**config.mk**
```make
export PLATFORM = sky130hd
export DESIGN_NAME = osu_ctrl_top
export DESIGN_NICKNAME = d
export VERILOG_FILES = /design/src/rtl/osu_pkg.sv /design/src/rtl/osu_sync_chan.sv /design/src/rtl/osu_ctrl_top.sv
export SDC_FILE = /design/constraint.sdc
export NUM_CORES = 1
export LEC_CHECK = 0
export ABC_AREA = 1
export BUFFER_PORTS_ARGS = -buffer_cell sky130_fd_sc_hd__buf_4
export CAP_MARGIN = 30
export CORE_ASPECT_RATIO = 1.4
export CORE_MARGIN = 5
export CORE_UTILIZATION = 44
export DETAILED_ROUTE_END_ITERATION = 7
export PLACE_DENSITY = 0.76
export SETUP_SLACK_MARGIN = 0.1
export SLEW_MARGIN = 40
export SYNTH_ARGS = -nofsm -noshare
export SYNTH_HDL_FRONTEND = slang
export SYNTH_SLANG_ARGS = --single-unit
```
**constraint.sdc**
```tcl
create_clock -name ref_clk -period 1.7 [get_ports ref_clk]
set_clock_uncertainty 0.2 [all_clocks]
set_input_delay 0.085 -clock ref_clk [delete_from_list [all_inputs] [get_ports ref_clk]]
set_output_delay 0.085 -clock ref_clk [all_outputs]
set_load 0.005 [all_outputs]
```
**src/rtl/osu_pkg.sv**
```systemverilog
// shared constants and types of the output sync and update control bank
package osu_pkg;

	// avalon-mm slave geometry
	localparam int          ADDR_W        = 12;
	localparam int          DATA_W        = 32;
	localparam int          BE_W          = DATA_W / 8;

	// register indices as printed; the byte address is four times the index
	localparam logic [9:0]  IDX_SYS_CTRL  = 10'h230;
	localparam logic [9:0]  IDX_UPDATE    = 10'h232;
	localparam logic [9:0]  IDX_ACTIVE    = 10'h234;

	localparam logic [ADDR_W-1:0] ADDR_SYS_CTRL = {IDX_SYS_CTRL, 2'b00};
	localparam logic [ADDR_W-1:0] ADDR_UPDATE   = {IDX_UPDATE, 2'b00};
	localparam logic [ADDR_W-1:0] ADDR_ACTIVE   = {IDX_ACTIVE, 2'b00};

	// system control field positions
	localparam int          SYNC_PD_BIT   = 2;
	localparam int          DIST_PD_BIT   = 1;
	localparam int          SOFT_SYNC_BIT = 0;
	localparam int          SYS_FIELD_W   = 3;

	// update command field position
	localparam int          UPDATE_BIT    = 0;

	// active status register layout (bits above read as zero)
	localparam int          ACT_FIELD_LSB = 0;
	localparam int          ACT_HOLD_BIT  = 3;
	localparam int          ACT_PEND_BIT  = 4;
	localparam int          ACT_PIN_BIT   = 5;

	// reset values
	localparam logic [SYS_FIELD_W-1:0] SYS_CTRL_RST = 3'h0;
	localparam logic                   UPDATE_RST   = 1'b0;

	// avalon response codes
	localparam logic [1:0]  RESP_OKAY     = 2'h0;
	localparam logic [1:0]  RESP_SLVERR   = 2'h2;

	// number of output channels steered by the sync logic
	localparam int          CHAN_COUNT    = 8;

	typedef struct packed {
		logic syncPd;
		logic distRefPd;
		logic softSync;
	} osu_sys_ctrl_t;

	typedef struct packed {
		logic [ADDR_W-1:0] address;
		logic              read;
		logic              write;
		logic [DATA_W-1:0] writedata;
		logic [BE_W-1:0]   byteenable;
	} osu_bus_req_t;

endpackage : osu_pkg

```
**src/rtl/osu_sync_chan.sv**
```systemverilog
// sync engine: static hold and release trigger for the selected channels
`timescale 1ns/1ps
`default_nettype none

module osu_sync_chan (
	input  wire logic                            ref_clk,
	input  wire logic                            sys_rst,
	input  wire logic                            syncPowerDown,
	input  wire logic                            softSync,
	input  wire logic                            syncPinN,
	input  wire logic [osu_pkg::CHAN_COUNT-1:0]  chanSelect,
	output logic                                 syncAsserted,
	output logic      [osu_pkg::CHAN_COUNT-1:0]  chanHold,
	output logic      [osu_pkg::CHAN_COUNT-1:0]  chanSyncTrigger
);

	logic                           assert_q;
	logic                           assert_d;
	logic [osu_pkg::CHAN_COUNT-1:0] hold_q;
	logic [osu_pkg::CHAN_COUNT-1:0] hold_d;
	logic [osu_pkg::CHAN_COUNT-1:0] trig_q;
	logic [osu_pkg::CHAN_COUNT-1:0] trig_d;
	logic                           release_w;

	// soft bit high acts like the pin low; powered-down sync sees nothing
	always_comb begin
		assert_d  = ~syncPowerDown & (softSync | ~syncPinN);
		release_w = assert_q & ~assert_d;
	end

	genvar gi;
	generate
		for (gi = 0; gi < osu_pkg::CHAN_COUNT; gi++) begin : g_chan
			always_comb begin
				hold_d[gi] = assert_d & chanSelect[gi];
				trig_d[gi] = release_w & chanSelect[gi];
			end
		end
	endgenerate

	always_ff @(posedge ref_clk) begin
		if (sys_rst) begin
			assert_q <= 1'b0;
			hold_q   <= '0;
			trig_q   <= '0;
		end else begin
			assert_q <= assert_d;
			hold_q   <= hold_d;
			trig_q   <= trig_d;
		end
	end

	assign syncAsserted    = assert_q;
	assign chanHold        = hold_q;
	assign chanSyncTrigger = trig_q;

endmodule : osu_sync_chan

`default_nettype wire

```
**src/rtl/osu_ctrl_top.sv**
```systemverilog
// system sync, power-down and update-all register bank on avalon-mm
//
// Decided for this implementation: register access over Avalon-MM.
`timescale 1ns/1ps
`default_nettype none

module osu_ctrl_top (
	input  wire logic                            ref_clk,
	input  wire logic                            sys_rst,
	input  wire logic [osu_pkg::ADDR_W-1:0]      avs_address,
	input  wire logic                            avs_read,
	input  wire logic                            avs_write,
	input  wire logic [osu_pkg::DATA_W-1:0]      avs_writedata,
	input  wire logic [osu_pkg::BE_W-1:0]        avs_byteenable,
	output logic      [osu_pkg::DATA_W-1:0]      avs_readdata,
	output logic      [1:0]                      avs_response,
	output logic                                 avs_waitrequest,
	input  wire logic                            syncPinN,
	input  wire logic [osu_pkg::CHAN_COUNT-1:0]  chanSelect,
	output logic                                 syncPowerDown,
	output logic                                 distRefPowerDown,
	output logic      [osu_pkg::CHAN_COUNT-1:0]  chanHold,
	output logic      [osu_pkg::CHAN_COUNT-1:0]  chanSyncTrigger,
	output logic                                 updateStrobe
);

	// bus front end

	typedef enum logic {
		BUS_IDLE,
		BUS_ACK
	} osu_bus_state_t;

	osu_bus_state_t               busState_q;
	osu_bus_state_t               busState_d;
	osu_pkg::osu_bus_req_t        req_q;
	osu_pkg::osu_bus_req_t        req_d;
	osu_pkg::osu_bus_req_t        reqLive;
	logic [osu_pkg::DATA_W-1:0]   rdata_q;
	logic [osu_pkg::DATA_W-1:0]   rdata_d;
	logic [1:0]                   resp_q;
	logic [1:0]                   resp_d;

	// address decode of the live request
	logic                         hitSys;
	logic                         hitUpd;
	logic                         hitAct;
	logic                         hitAny;

	// decode of the held request, used when the write commits
	logic                         commitWr;
	logic                         wrSys;
	logic                         wrUpd;

	always_comb begin
		reqLive.address    = avs_address;
		reqLive.read       = avs_read;
		reqLive.write      = avs_write;
		reqLive.writedata  = avs_writedata;
		reqLive.byteenable = avs_byteenable;
	end

	always_comb begin
		hitSys = (avs_address == osu_pkg::ADDR_SYS_CTRL);
		hitUpd = (avs_address == osu_pkg::ADDR_UPDATE);
		hitAct = (avs_address == osu_pkg::ADDR_ACTIVE);
		hitAny = hitSys | hitUpd | hitAct;
	end

	// register state

	// software writes land in buf; hardware only ever acts on act
	osu_pkg::osu_sys_ctrl_t       buf_q;
	osu_pkg::osu_sys_ctrl_t       buf_d;
	osu_pkg::osu_sys_ctrl_t       act_q;
	osu_pkg::osu_sys_ctrl_t       act_d;
	osu_pkg::osu_sys_ctrl_t       sysWrVal;

	// update command: pending flag and the strobe that follows it
	logic                         updSet;
	logic                         updPend_q;
	logic                         updPend_d;
	logic                         updStrobe_q;
	logic                         updStrobe_d;

	// live sync status from the engine, read back on the status register
	logic                         syncAsserted;

	// read words, one per register, and the answer for the live address
	logic [osu_pkg::DATA_W-1:0]   rdSysWord;
	logic [osu_pkg::DATA_W-1:0]   rdUpdWord;
	logic [osu_pkg::DATA_W-1:0]   rdActWord;
	logic [osu_pkg::DATA_W-1:0]   rdWord;
	logic [1:0]                   respLive;

	// bus sequencing: one wait cycle, then the request is answered
	// the read word is captured when the request is taken, so a read shows
	// the state of that edge even if the register moves during the wait

	always_comb begin
		busState_d = busState_q;
		req_d      = req_q;
		rdata_d    = rdata_q;
		resp_d     = resp_q;
		unique case (busState_q)
			BUS_IDLE: begin
				if (avs_read | avs_write) begin
					busState_d = BUS_ACK;
					req_d      = reqLive;
					resp_d     = respLive;
					rdata_d    = '0;
					if (avs_read) begin
						rdata_d = rdWord;
					end
				end
			end
			BUS_ACK: begin
				busState_d = BUS_IDLE;
			end
		endcase
	end

	always_ff @(posedge ref_clk) begin
		if (sys_rst) begin
			busState_q <= BUS_IDLE;
			req_q      <= '0;
			rdata_q    <= '0;
			resp_q     <= osu_pkg::RESP_OKAY;
		end else begin
			busState_q <= busState_d;
			req_q      <= req_d;
			rdata_q    <= rdata_d;
			resp_q     <= resp_d;
		end
	end

	// the request stalls until the acknowledge cycle
	assign avs_waitrequest = (avs_read | avs_write) & (busState_q != BUS_ACK);
	assign avs_readdata    = rdata_q;
	assign avs_response    = resp_q;

	// a write takes effect at the edge that sees waitrequest low;
	// lane 0 carries every field, so a write without it is answered, dropped
	always_comb begin
		commitWr = (busState_q == BUS_ACK) & req_q.write & req_q.byteenable[0];
		wrSys    = commitWr & (req_q.address == osu_pkg::ADDR_SYS_CTRL);
		wrUpd    = commitWr & (req_q.address == osu_pkg::ADDR_UPDATE);
	end

	// readback

	// buffered value reads back on its own address, zero above its fields
	always_comb begin
		rdSysWord                         = '0;
		rdSysWord[osu_pkg::SYNC_PD_BIT]   = buf_q.syncPd;
		rdSysWord[osu_pkg::DIST_PD_BIT]   = buf_q.distRefPd;
		rdSysWord[osu_pkg::SOFT_SYNC_BIT] = buf_q.softSync;
	end

	// the command bit reads as pending until the copy is done
	always_comb begin
		rdUpdWord                      = '0;
		rdUpdWord[osu_pkg::UPDATE_BIT] = updPend_q;
	end

	// active copy plus live sync status, so software can see the result
	always_comb begin
		rdActWord = '0;
		rdActWord[osu_pkg::ACT_FIELD_LSB +: osu_pkg::SYS_FIELD_W] = act_q;
		rdActWord[osu_pkg::ACT_HOLD_BIT] = syncAsserted;
		rdActWord[osu_pkg::ACT_PEND_BIT] = updPend_q;
		rdActWord[osu_pkg::ACT_PIN_BIT]  = syncPinN;
	end

	// unmapped addresses read zero and answer with a slave error
	always_comb begin
		respLive = hitAny ? osu_pkg::RESP_OKAY : osu_pkg::RESP_SLVERR;
		rdWord   = '0;
		if (hitSys) begin
			rdWord = rdSysWord;
		end else if (hitUpd) begin
			rdWord = rdUpdWord;
		end else if (hitAct) begin
			rdWord = rdActWord;
		end
	end

	// buffered system control

	// fields of the held write word, picked from their bit positions
	always_comb begin
		sysWrVal.syncPd    = req_q.writedata[osu_pkg::SYNC_PD_BIT];
		sysWrVal.distRefPd = req_q.writedata[osu_pkg::DIST_PD_BIT];
		sysWrVal.softSync  = req_q.writedata[osu_pkg::SOFT_SYNC_BIT];
	end

	// software writes only the buffer; hardware never sees it directly
	always_comb begin
		buf_d = buf_q;
		if (wrSys) begin
			buf_d = sysWrVal;
		end
	end

	always_ff @(posedge ref_clk) begin
		if (sys_rst) begin
			buf_q <= osu_pkg::SYS_CTRL_RST;
		end else begin
			buf_q <= buf_d;
		end
	end

	// update-all command

	// a zero written to the command bit leaves everything alone
	always_comb begin
		updSet = wrUpd & req_q.writedata[osu_pkg::UPDATE_BIT];
	end

	// a new command in the transfer cycle stays pending: set wins
	always_comb begin
		updPend_d = updPend_q;
		if (updPend_q) begin
			updPend_d = 1'b0;
		end
		if (updSet) begin
			updPend_d = 1'b1;
		end
		// the strobe marks the cycle in which the active copy appears
		updStrobe_d = updPend_q;
	end

	always_ff @(posedge ref_clk) begin
		if (sys_rst) begin
			updPend_q   <= osu_pkg::UPDATE_RST;
			updStrobe_q <= 1'b0;
		end else begin
			updPend_q   <= updPend_d;
			updStrobe_q <= updStrobe_d;
		end
	end

	assign updateStrobe = updStrobe_q;

	// active system control

	// the copy uses the buffer as it stood before this cycle's write,
	// so a write racing the transfer waits for the next update
	always_comb begin
		act_d = act_q;
		if (updPend_q) begin
			act_d = buf_q;
		end
	end

	always_ff @(posedge ref_clk) begin
		if (sys_rst) begin
			act_q <= osu_pkg::SYS_CTRL_RST;
		end else begin
			act_q <= act_d;
		end
	end

	assign syncPowerDown    = act_q.syncPd;
	assign distRefPowerDown = act_q.distRefPd;

	// sync engine
	// its outputs are registered, so channels lag the active copy one edge

	// pin and soft bit merge here; soft bit 1 equals pin low
	osu_sync_chan u_sync (
		.ref_clk         (ref_clk),
		.sys_rst         (sys_rst),
		.syncPowerDown   (act_q.syncPd),
		.softSync        (act_q.softSync),
		.syncPinN        (syncPinN),
		.chanSelect      (chanSelect),
		.syncAsserted    (syncAsserted),
		.chanHold        (chanHold),
		.chanSyncTrigger (chanSyncTrigger)
	);

endmodule : osu_ctrl_top

`default_nettype wire

```
### Word-level counts from Yosys, hierarchy flattened

Cells that the tools add are included.

| word-level totals | value |
|---|---|
| register bits | 77 |
| bits of input ports | 61 |
| logic and storage cells | 64 |

| operators by class | value |
|---|---|
| bitwise logic cells | 32 |
| reductions and logical operators | 1 |
| equal/unequal tests | 5 |
| multiplexer cells | 8 |

Operators by type and width:

| kind | number |
|---|---|
| $eq A12 B12 Y1 const B | 5 |
| $and A1 B1 Y1 | 24 |
| $mux W6 | 4 |
| $not A1 Y1 | 4 |
| $or A1 B1 Y1 | 4 |
| $mux W1 | 2 |
| $mux W2 | 1 |
| $pmux W1 S2 | 1 |
| $reduce_and A2 Y1 | 1 |

### Logic depth before layout (Yosys ltp)

Gate-level depths: netlist (run 1).

| logic depth | value |
|---|---|
| word-level depth | 6 |
| mapped depth | 9 |

### By module

Synthesis (run 1) repeated with hierarchy kept, for this count alone.

| second synthesis, totals | value |
|---|---|
| cells, all modules | 267 |
| area total of the unflattened synthesis | 2075.7 um2 |

By module, submodules not included:

| module | instances | cells each | area an instance (um2) |
|---|---|---|---|
| osu_ctrl_top | 1 | 219 | 1601.5 |
| osu_sync_chan | 1 | 48 | 474.2 |

### Worst setup path before layout (run 1)

Ideal clock, no wire load.

| timing | value |
|---|---|
| path type | reg-to-reg |
| from | register req_q[43] (netlist bit) |
| to | register buf_q[0] (netlist bit) |
| cell stages (with the launch flop) | 5 |
| required time | 1.384 ns |
| arrival time | 0.926 ns |
| slack | 0.458 ns |
| cells stage by stage | dfxtp_1 -> nor4_1 -> nand3_1 -> o21ai_0 -> nor2_1 |

| between the ends | value |
|---|---|
| word-level cells in the longest chain between the ends | 2 |

Ends and longest elaborated chain:

| what | line | RTL |
|---|---|---|
| from (decl) | osu_ctrl_top.sv:36 | `osu_pkg::osu_bus_req_t req_q;` |
| from (signal assigned) | osu_ctrl_top.sv:131 | `req_q <= req_d;` |
| $eq A12 B12 Y1 | osu_ctrl_top.sv:146 | `wrSys = commitWr & (req_q.address == osu_pkg::ADDR_SYS_CTRL);` |
| $and A1 B1 Y1 | osu_ctrl_top.sv:146 |  |
| to (signal assigned) | osu_ctrl_top.sv:207 | `buf_q <= osu_pkg::SYS_CTRL_RST;` |
| to (signal assigned) | osu_ctrl_top.sv:209 | `buf_q <= buf_d;` |
| to (decl) | osu_ctrl_top.sv:73 | `osu_pkg::osu_sys_ctrl_t buf_q;` |

Every way passes these cells.
A chain may end at the register's enable or synchronous reset.

### Final worst setup path (run 1)

| timing | value |
|---|---|
| from | input port avs_address[1] (netlist bit) |
| to | register rdata_q (netlist bit avs_readdata[1]) |

| between the ends | value |
|---|---|
| word-level cells in the longest chain between the ends | 5 |
| elaborated cells between the ends (all ways) | 7 |
| classes of those cells | eq/ne: 3; mux: 4 |

Ends and longest elaborated chain:

| what | line | RTL |
|---|---|---|
| from (decl) | osu_ctrl_top.sv:10 | `input wire logic [osu_pkg::ADDR_W-1:0] avs_address,` |
| $eq A12 B12 Y1 | osu_ctrl_top.sv:66 | `hitAct = (avs_address == osu_pkg::ADDR_ACTIVE);` |
| $mux W6 | osu_ctrl_top.sv:183 | `end else if (hitAct) begin` |
| $mux W6 | osu_ctrl_top.sv:181 | `end else if (hitUpd) begin` |
| $mux W6 (*) | osu_ctrl_top.sv:179 | `if (hitSys) begin` |
| $mux W6 (*) | osu_ctrl_top.sv:112 | `if (avs_read) begin` |
| to (signal assigned) | osu_ctrl_top.sv:132 | `rdata_q <= rdata_d;` |
| to (decl) | osu_ctrl_top.sv:39 | `logic [osu_pkg::DATA_W-1:0] rdata_q;` |

Mark *: on every way between the ends. The rest lies on a longest branch, timed or not.

==> impl_metrics.yaml, run 1 <==
drt:
  wirelength_microns: 4686
  drc: 0
  route.met3.wl_microns: 420
  dr.pass1.iters: 4
  top_layer: "met4"
  wl_met2_microns: 2453
  via_per_inst: 4.511
  first_iter_violations: 85
  ant_nets: 0
  wire_per_inst_microns: 11.40
  wl_met1_microns: 1748
  num_vias: 1854
synthesis:
  synth_top_area_share_pct: 48.93
  yosys_warnings: 0
  ys_seq_area_share_pct: 48.93
  synth_area_sq_um: 2046
  synth_cell_types: 24
  yosys.area.top_type: "dfxtp_1"
  synth_cells: 264
  ys_seq_elements: 50
  syn_avg_cell_area_sq_um: 7.749
  synthTopCellsByArea: "dfxtp_1 49%, buf_4 9.9%, nor2_1 7.7%, inv_1 6.4%, o21ai_0 5.9%"
placement:
  dp_hpwl_microns: 3122
  port_buffers: 55
  routabilityCongestion: 0.8315
global_route:
  grt_first_pass_wirelength_microns: 7293
  grt_max_degree: 28
  grt_pass1_vias: 1729
  antenna_found_initial: 0
  grtUsageTotal_pct: 15.05
  overflow: 0
clock_network:
  cts-root-buf: "clkbuf_8"
  tritoncts: "done"
  path_clk_slew_ns: 0.09
  clock-sinks: 50
  cts_made_buffers: 5
  htree_levels: 2
  clk_latency_ns: 0.29
  max-clock-path-buffers: 2
timing:
  timing.final.crit_period_ns: 1.544
  setup_viol: 0
  hold_viol_final: 0
  finalSetupTns_ns: 0
  timing.final.crit_share_pct: 90.81
  maxSlewViolCount: 0
  rsz0062_at_grt: "yes"
  fin_hold_ws_ns: 0.02944
  fmax_ghz: 0.6478
hold_path:
  hold_class: "primary input to flip-flop"
  hold_path_depth: 5
worst_setup_path:
  crit_chain: "dlygate4sd3_1 -> buf_4 -> nor2_1 -> nand2_2 -> nor2_4 -> nand2_2 -> nor2_4 -> nand2_1 -> a21oi_1"
  cp_slowest_cell: "dlygate4sd3_1"
  worstPathRequired_ns: 1.73
  path_buf_inv: 2
  path_class: "primary input to flip-flop"
  path_depth: 9
  critPathLaunchType: "primary input"
  cp.arrival_ns: 1.57
  slowest_delay_ns: 0.55
  worstRegToRegCells: 6
  critPathTopFamily: "buffers and inverters"
  end_kind: "flip-flop"
  critPathMaxFanout: 5
power_and_ir_drop:
  p_leak_nw: 1.345
  vdd_drop_max_v: 0.0003972
  power.density_nw_per_um2: 882.2
floorplan:
  die_x_microns: 67.63
  dieArea_sq_um: 6132
  row_count: 29
  core_area_sq_um: 4536
  io_pins: 115
  initial_core_util_pct: 45.10
  die_h_microns: 90.68
layout:
  drive_gt1_share_pct: 22.92
  seqCellArea_sq_um: 1001
  fill_cells: 388
  fin_nets: 409
  n_antenna_cell: 0
  area_growth_syn_to_layout_pct: 40.06
  multi_input_comb_area_sq_um: 798.3
flow_run:
  cap_violations: 0
outcome:
  status: "finished, final reports clean"
==> routing by layer <==
layer,vias to the layer above,global-route usage (%)
li1,944,-
met3,4,3.113
met1,821,15.27
met5,-,0
met2,85,28.35
met4,0,5.753
==> Yosys cell counts <==
| cell type | instances |
|---|---|
| a21boi_1 | 2 |
| a21oi_1 | 17 |
| buf_2 | 4 |
| buf_4 | 27 |
| clkbuf_1 | 3 |
| conb_1 | 1 |
| dfxtp_1 | 50 |
| inv_1 | 35 |
| inv_2 | 1 |
| inv_4 | 1 |
| nand2_1 | 25 |
| nand2_2 | 2 |
| nand3_1 | 8 |
| nand3b_1 | 1 |
| nor2_1 | 42 |
| nor2_2 | 3 |
| nor2_4 | 1 |
| nor3_1 | 11 |
| nor4_1 | 2 |
| o211ai_1 | 1 |
| o21a_1 | 1 |
| o21ai_0 | 24 |
| o21ai_1 | 1 |
| o21ai_4 | 1 |
==> where the power goes <==
part,leakage (nW),total [mW],internal (mW),switching (mW)
registers,0.410,1.25,1.22,0.0287
clock network,0.0683,0.968,0.589,0.379
logic,0.867,0.307,0.148,0.159
total,1.35,2.53,1.96,0.567
==> registers in the layout, summed over array words and instances, names as in the netlist <==
| signal | cells |
|---|---|
| req_q | 17 |
| u_sync.chanHold | 8 |
| u_sync.chanSyncTrigger | 8 |
| avs_readdata | 6 |
| buf_q | 3 |
| act_q | 1 |
| avs_response | 1 |
| busState_q | 1 |
| distRefPowerDown | 1 |
| syncPowerDown | 1 |
| u_sync.syncAsserted | 1 |
| updPend_q | 1 |
| updateStrobe | 1 |
==> through the flow <==
stage	power, mW	cells	setup WS [ns]	util [%]	area, sq um
after floorplan	1.459	290	0.4579	-	2143
after global placement	1.517	374	0.2694	53.08	2407
after detailed placement	1.524	374	0.2722	53.08	2407
after CTS	2.535	409	0.1331	62.07	2815
after global routing	2.650	411	0.06767	63.17	2865
final	2.528	411	0.1562	63.17	2865
==> cells by family (layout without fill, tap and decap cells) <==
group / count (synthesis) / in the layout / share of synthesized area (%)
flops: 50 / 50 / 48.93
buf+inv: 71 / 130 / 18.35
other cells: 1 / 27 / 0.1833
simple gates: 95 / 95 / 20.00
compound gates: 47 / 47 / 12.54
==> cell usage in the layout, fill, tap and decap left out, types with 2 or more instances in the layout <==
cell           count
clkbuf_8           5
buf_4             57
nor4_1             2
inv_1             35
nand2_1           23
nor3_1            11
o21ai_0           23
o21ai_1            2
nor2_1            41
nand3_1            7
dfxtp_1           50
a21boi_1           2
bufinv_16          2
conb_1            27
nand2_2            4
a21oi_1           16
nor2_4             4
dlygate4sd3_1     27
==> worst paths after layout <==
path | start | endpoint | slack (ns)
worst max-delay path | avs_address[1] | avs_readdata[1] | 0.16
worst min-delay path | avs_read | avs_readdata[5] | 0.03
worst max register to register | req_q[48] | buf_q[0] | 0.24
worst min register to register | req_q[40] | req_q[40] | 0.26
==> repair_timing <==
action	CTS	global route
hold endpoints to repair	42	0
gates resized for setup	0	10
setup endpoints to repair	0	6
hold buffers	27	0
buffers inserted	0	2
==> worst reg2reg max path, stage by stage (launching register included) <==
cell and delay, ns:
dfxtp_1 0.33, inv_1 0.07, nand2_1 0.05, nor4_1 0.19, nand3_1 0.25, o21ai_0 0.22
nor2_1 0.05
==> area by class of cell <==
cell class / count / share of cell area [%]
clock buffer: 5 / 2.402
clock inverter: 3 / 2.402
inverter: 37 / 4.935
multi-input combinational: 169 / 27.86
sequential: 50 / 34.93
tap: 62 / 2.707
timing repair buffer: 85 / 24.76
Note: power is estimated with default switching activity, not from simulation.
==> run 2, diff against run 1 <==
--- a/config.mk
+++ b/config.mk
@@ -12,9 +12,10 @@
 export CORE_MARGIN = 5
 export CORE_UTILIZATION = 44
 export DETAILED_ROUTE_END_ITERATION = 7
-export PLACE_DENSITY = 0.76
+export PLACE_DENSITY = 0.75
 export SETUP_SLACK_MARGIN = 0.1
 export SLEW_MARGIN = 40
 export SYNTH_ARGS = -nofsm -noshare
 export SYNTH_HDL_FRONTEND = slang
+export SYNTH_HIERARCHICAL = 1
 export SYNTH_SLANG_ARGS = --single-unit
==> run 2 against run 1 <==
Net effect:
- the run now ends with negative hold slack left
- area after synthesis grew 1.5%
- fmax grew 0.87%
- register-to-register slack lost 0.07 ns
- design area is essentially flat
- worst setup slack gained 0.013 ns
- sequential share of layout area is essentially flat
- sequential power is essentially flat
- non-clock buffer count grew 1
- critical endpoint is now busState_q
- highest routed layer unchanged
==> impl_metrics.yaml, run 2 <==
clock_network:
  clk_latency_ns: 0.29
  clock-sinks: 50
  cts_made_buffers: 5
  max-clock-path-buffers: 2
  path_clk_slew_ns: 0.09
  tritoncts: "done"
  cts-root-buf: "clkbuf_8"
  htree_levels: 2
hold_path:
  hold_class: "primary input to flip-flop"
timing:
  hold_viol_final: 3
  rsz0062_at_grt: "yes"
  timing.final.crit_share_pct: 90.03
  timing.final.crit_period_ns: 1.531
  setup_slack_ns: 0.1695
  setup_viol: 0
  maxSlewViolCount: 0
  fin_hold_ws_ns: -0.01339
  finalSetupTns_ns: 0
  fmax_ghz: 0.6534
global_route:
  grt_pass1_vias: 1880
  grtUsageTotal_pct: 16.62
  antenna_found_initial: 0
  grt_max_degree: 27
  overflow: 0
  grt_first_pass_wirelength_microns: 8045
synthesis:
  synthTopCellsByArea: "dfxtp_1 48%, buf_4 10%, nor2_1 7.6%, nand2_1 6.0%, inv_1 5.8%"
  yosysMostFrequentCell: "dfxtp_1"
  synth_common_cells: "50 x dfxtp_1, 42 x nor2_1, 33 x nand2_1"
  ys_seq_elements: 50
  yosys.area.top_type: "dfxtp_1"
  synth_cell_types: 22
  syn_avg_cell_area_sq_um: 7.774
  ys_seq_area_share_pct: 48.22
  yosys_warnings: 6
  synth_flop_cell: "dfxtp_1"
  synth_area_sq_um: 2076
  synth_cells: 267
  synthArstFlopShare_pct: 0
  synth_edf_count: 0
  synth_top_area_share_pct: 48.22
floorplan:
  row_count: 29
  core_area_sq_um: 4572
  io_pins: 115
  die_x_microns: 68.05
  initial_core_util_pct: 45.40
  die_h_microns: 91.27
  dieArea_sq_um: 6211
layout:
  largest_register_ffs: 17
  n_antenna_cell: 0
  fin_area_sq_um: 2863
  layout_common_cells: "58 x buf_4, 50 x dfxtp_1, 41 x nor2_1"
  fin_util_pct: 62.62
  stdcell_count: 415
  fin_nets: 413
  final_common_cell: "buf_4"
  drive_gt1_share_pct: 23.51
  area_growth_syn_to_layout_pct: 37.91
  top_register: "req_q"
power_and_ir_drop:
  p_leak_nw: 1.324
  power.density_nw_per_um2: 835.5
  vdd_drop_max_v: 0.0005727
  p_total_mw: 2.392
placement:
  place_inst: 379
  routabilityCongestion: 0.7455
  place_ws_ns: 0.2394
  placed_cell_area_sq_um: 2444
  dp_hpwl_microns: 3497
  port_buffers: 55
drt:
  ant_nets: 0
  drc: 0
  first_iter_violations: 57
  num_vias: 1845
  wire_per_inst_microns: 12.04
  dr.pass1.iters: 4
  via_per_inst: 4.446
  wirelength_microns: 4995
worst_setup_path:
  end_kind: "flip-flop"
  path_class: "flip-flop to flip-flop"
  crit_chain: "inv_1 -> o21ai_4 -> dlygate4sd3_1 -> nor2_1"
  cp_slowest_cell: "dlygate4sd3_1"
  critPathTopFamily: "buffers and inverters"
  slowest_delay_ns: 0.62
  path_buf_inv: 2
  worstPathRequired_ns: 1.70
  critPathLaunchType: "flip-flop"
  cp.arrival_ns: 1.53
  critPathMaxFanout: 11
outcome:
  violations: "negative hold slack"
  status: "finished with violations"
flow_run:
  cap_violations: 0
==> run 2: logic make-up (layout without fill, tap and decap cells) <==
| family | Yosys count | in the layout | synth area share, % |
|---|---|---|---|
| simple gates | 102 | 102 | 22.06 |
| compound gates | 46 | 46 | 11.69 |
| other cells | 1 | 27 | 0.1807 |
| buf+inv | 68 | 128 | 17.84 |
| flops | 50 | 50 | 48.22 |
==> run 2: worst reg2reg max path, cell delays in order, from the launching register on <==
cell and delay (ns):
dfxtp_1 0.34, inv_1 0.07, o21ai_4 0.16, dlygate4sd3_1 0.62, nor2_1 0.04
==> run 2: worst paths after layout <==
| path | start | to | slack (ns) | cells after the start |
|---|---|---|---|---|
| max | busState_q | busState_q | 0.17 | 4 |
| min | avs_read | avs_readdata[4] | -0.01 | 4 |
| max reg2reg | busState_q | busState_q | 0.17 | 4 |
| min reg2reg | req_q[40] | req_q[40] | 0.26 | 2 |
==> run 2: report_power, final <==
| group | internal (mW) | switching (mW) |
|---|---|---|
| combinational | 0.155 | 0.170 |
| clock | 0.439 | 0.377 |
| sequential | 1.22 | 0.0267 |
| total | 1.82 | 0.574 |
==> run 2: area by class of cell <==
class	count	area (sq um)
well taps	62	77.57
clock buffers	6	72.57
flip-flops and latches	50	1001
clock inverters	2	37.54
multi-input cells	175	828.3
repair buffers	86	715.7
fillers	422	1709
inverters	34	130.1
==> run 2: layer usage <==
metal | vias up | track usage [%] | routed length, microns
li1 | 944 | - | -
met1 | 824 | 17.17 | 1904
met2 | 67 | 28.40 | 2515
met3 | 10 | 7.901 | 485
met4 | 0 | 5.970 | 89
met5 | - | 0 | 0
==> run 2: timing repair <==
action / CTS / global route
endpoints found under the setup margin: 1 / 5
buffers inserted: 0 / 0
endpoints found under the hold margin: 43 / 1
hold buffers: 27 / 1
pin swaps: 0 / 3
gates resized for setup: 1 / 6
==> run 3, diff against run 2 <==
--- a/config.mk
+++ b/config.mk
@@ -10,12 +10,11 @@
 export CAP_MARGIN = 30
 export CORE_ASPECT_RATIO = 1.4
 export CORE_MARGIN = 5
-export CORE_UTILIZATION = 44
+export CORE_UTILIZATION = 47
 export DETAILED_ROUTE_END_ITERATION = 7
-export PLACE_DENSITY = 0.75
+export PLACE_DENSITY = 0.8
 export SETUP_SLACK_MARGIN = 0.1
 export SLEW_MARGIN = 40
 export SYNTH_ARGS = -nofsm -noshare
 export SYNTH_HDL_FRONTEND = slang
-export SYNTH_HIERARCHICAL = 1
 export SYNTH_SLANG_ARGS = --single-unit
==> constraint.sdc (replaced) <==
create_clock -name ref_clk -period 1.79 [get_ports ref_clk]
set_clock_uncertainty 0.2 [all_clocks]
set_input_delay 0.0895 -clock ref_clk [delete_from_list [all_inputs] [get_ports ref_clk]]
set_output_delay 0.0895 -clock ref_clk [all_outputs]
set_load 0.005 [all_outputs]
==> run 3 against run 2 <==
Net effect:
- the run now ends clean
- clock power down 19%
- hold slack better by 0.046 ns
- first-iteration DRC count up 5.3%
- cell count down 1.9%
- worst setup slack better by 0.059 ns
- combinational power down 12%
- design area down 3.0%
- via count down 0.27%
- largest cell class unchanged
- highest routed layer unchanged
- global-route usage up 0.34 points
- wire length down 6.9%
==> impl_metrics.yaml, run 3 (same netlist as run 1, synthesis figures left out) <==
worst_setup_path:
  end_kind: "flip-flop"
  worstRegToRegCells: 7
  path_class: "primary input to flip-flop"
  worstPathRequired_ns: 1.83
  cpMostUsedCell: "nor2_1"
  slowest_delay_ns: 0.56
  critPathTopFamily: "buffers and inverters"
  cp_slowest_cell: "dlygate4sd3_1"
  critPathMaxFanout: 3
  cp.arrival_ns: 1.61
  critPathLaunchType: "primary input"
  crit_chain: "dlygate4sd3_1 -> buf_4 -> nor2_1 -> nand2_1 -> nor2_2 -> inv_1 -> nor2_1 -> a21boi_1 -> a21oi_1"
  path_depth: 9
  path_buf_inv: 3
timing:
  finalSetupTns_ns: 0
  hold_viol_final: 0
  fin_hold_ws_ns: 0.03265
  maxSlewViolCount: 0
  rsz0062_at_grt: "no"
  timing.final.crit_period_ns: 1.562
  setup_slack_ns: 0.2280
  setup_viol: 0
  timing.final.crit_share_pct: 87.26
  fmax_ghz: 0.6402
floorplan:
  core_area_sq_um: 4239
  dieArea_sq_um: 5791
  row_count: 28
  die_h_microns: 88.06
  die_x_microns: 65.76
  initial_core_util_pct: 48.26
  io_pins: 115
placement:
  port_buffers: 55
  placed_cell_area_sq_um: 2405
  place_inst: 372
  routabilityCongestion: 0.8934
  place_ws_ns: 0.3635
  dp_hpwl_microns: 3188
power_and_ir_drop:
  vdd_drop_max_v: 0.0004378
  power.density_nw_per_um2: 767.8
  p_leak_nw: 1.304
global_route:
  overflow: 0
  antenna_found_initial: 0
  grt_pass1_vias: 1684
  grt_max_degree: 28
  grtUsageTotal_pct: 16.96
  grt_first_pass_wirelength_microns: 7389
clock_network:
  tritoncts: "done"
  clock-sinks: 50
  htree_levels: 2
  clk_latency_ns: 0.30
  cts_made_buffers: 5
  max-clock-path-buffers: 2
  cts-root-buf: "clkbuf_8"
  postCtsSetupRepairBufs: 0
  path_clk_slew_ns: 0.09
drt:
  via_per_inst: 4.521
  num_vias: 1840
  first_iter_violations: 60
  wirelength_microns: 4649
  drc: 0
  ant_nets: 0
  dr.pass1.iters: 4
  wire_per_inst_microns: 11.42
outcome:
  status: "finished, final reports clean"
layout:
  seqCellArea_sq_um: 1001
  drive_gt1_share_pct: 21.04
  multi_input_comb_area_sq_um: 777.0
  top_register: "req_q"
  fin_area_sq_um: 2778
  fill_cells: 347
  layout_common_cells: "56 x buf_4, 50 x dfxtp_1, 42 x nor2_1"
  largest_register_ffs: 17
  stdcell_count: 407
  fin_nets: 407
  final_common_cell: "buf_4"
  n_antenna_cell: 0
  area_growth_syn_to_layout_pct: 35.78
hold_path:
  hold_class: "primary input to flip-flop"
  hold_path_depth: 5
flow_run:
  cap_violations: 0
-- run 3: stage by stage --
step                      power, mW  utilization, %
after floorplan               1.386               -
after global placement        1.441           56.73
after detailed placement      1.448           56.73
after CTS                     2.147           65.29
after global routing          2.250           65.53
final                         2.133           65.53
-- run 3: repair_timing --
item	4_1_cts	5_1_grt
gates resized for setup	0	2
hold buffers	27	0
endpoints found under the setup margin	0	1
endpoints found under the hold margin	42	0
-- run 3: worst paths after layout --
path / startpoint / to / slack [ns]
setup / recovery: avs_address[8] / avs_readdata[1] / 0.23
hold / removal: avs_read / avs_readdata[4] / 0.03
setup reg to reg: busState_q / avs_readdata[3] / 0.36
hold reg to reg: avs_readdata[5] / avs_readdata[5] / 0.27
-- run 3: layout make-up --
type	instances	share of cell area, %
clock buffer	5	2.477
tap	60	2.703
multi-input combinational	169	27.97
sequential	50	36.04
timing repair buffer	83	24.86
inverter	37	5.090
clock inverter	3	0.8559
-- run 3: worst min-delay path: stages --
cell     delay (ns)
buf_4          0.13
nand2_2        0.12
nor2_4         0.07
nand2_1        0.05
nand2_1        0.04
-- run 3: per-layer routing --
metal / GRT usage [%] / up-vias / routed length, microns
met5: 0 / - / 0
met4: 12.45 / 0 / 214
met3: 4.108 / 16 / 370
met2: 29.56 / 79 / 2335
met1: 17.36 / 812 / 1729
li1: - / 933 / -
-- run 3: power breakdown --
part	internal, mW	total [mW]	switching (mW)
Clock	0.279	0.659	0.380
Sequential	1.16	1.19	0.0249
Combinational	0.138	0.286	0.148
Total	1.58	2.13	0.553
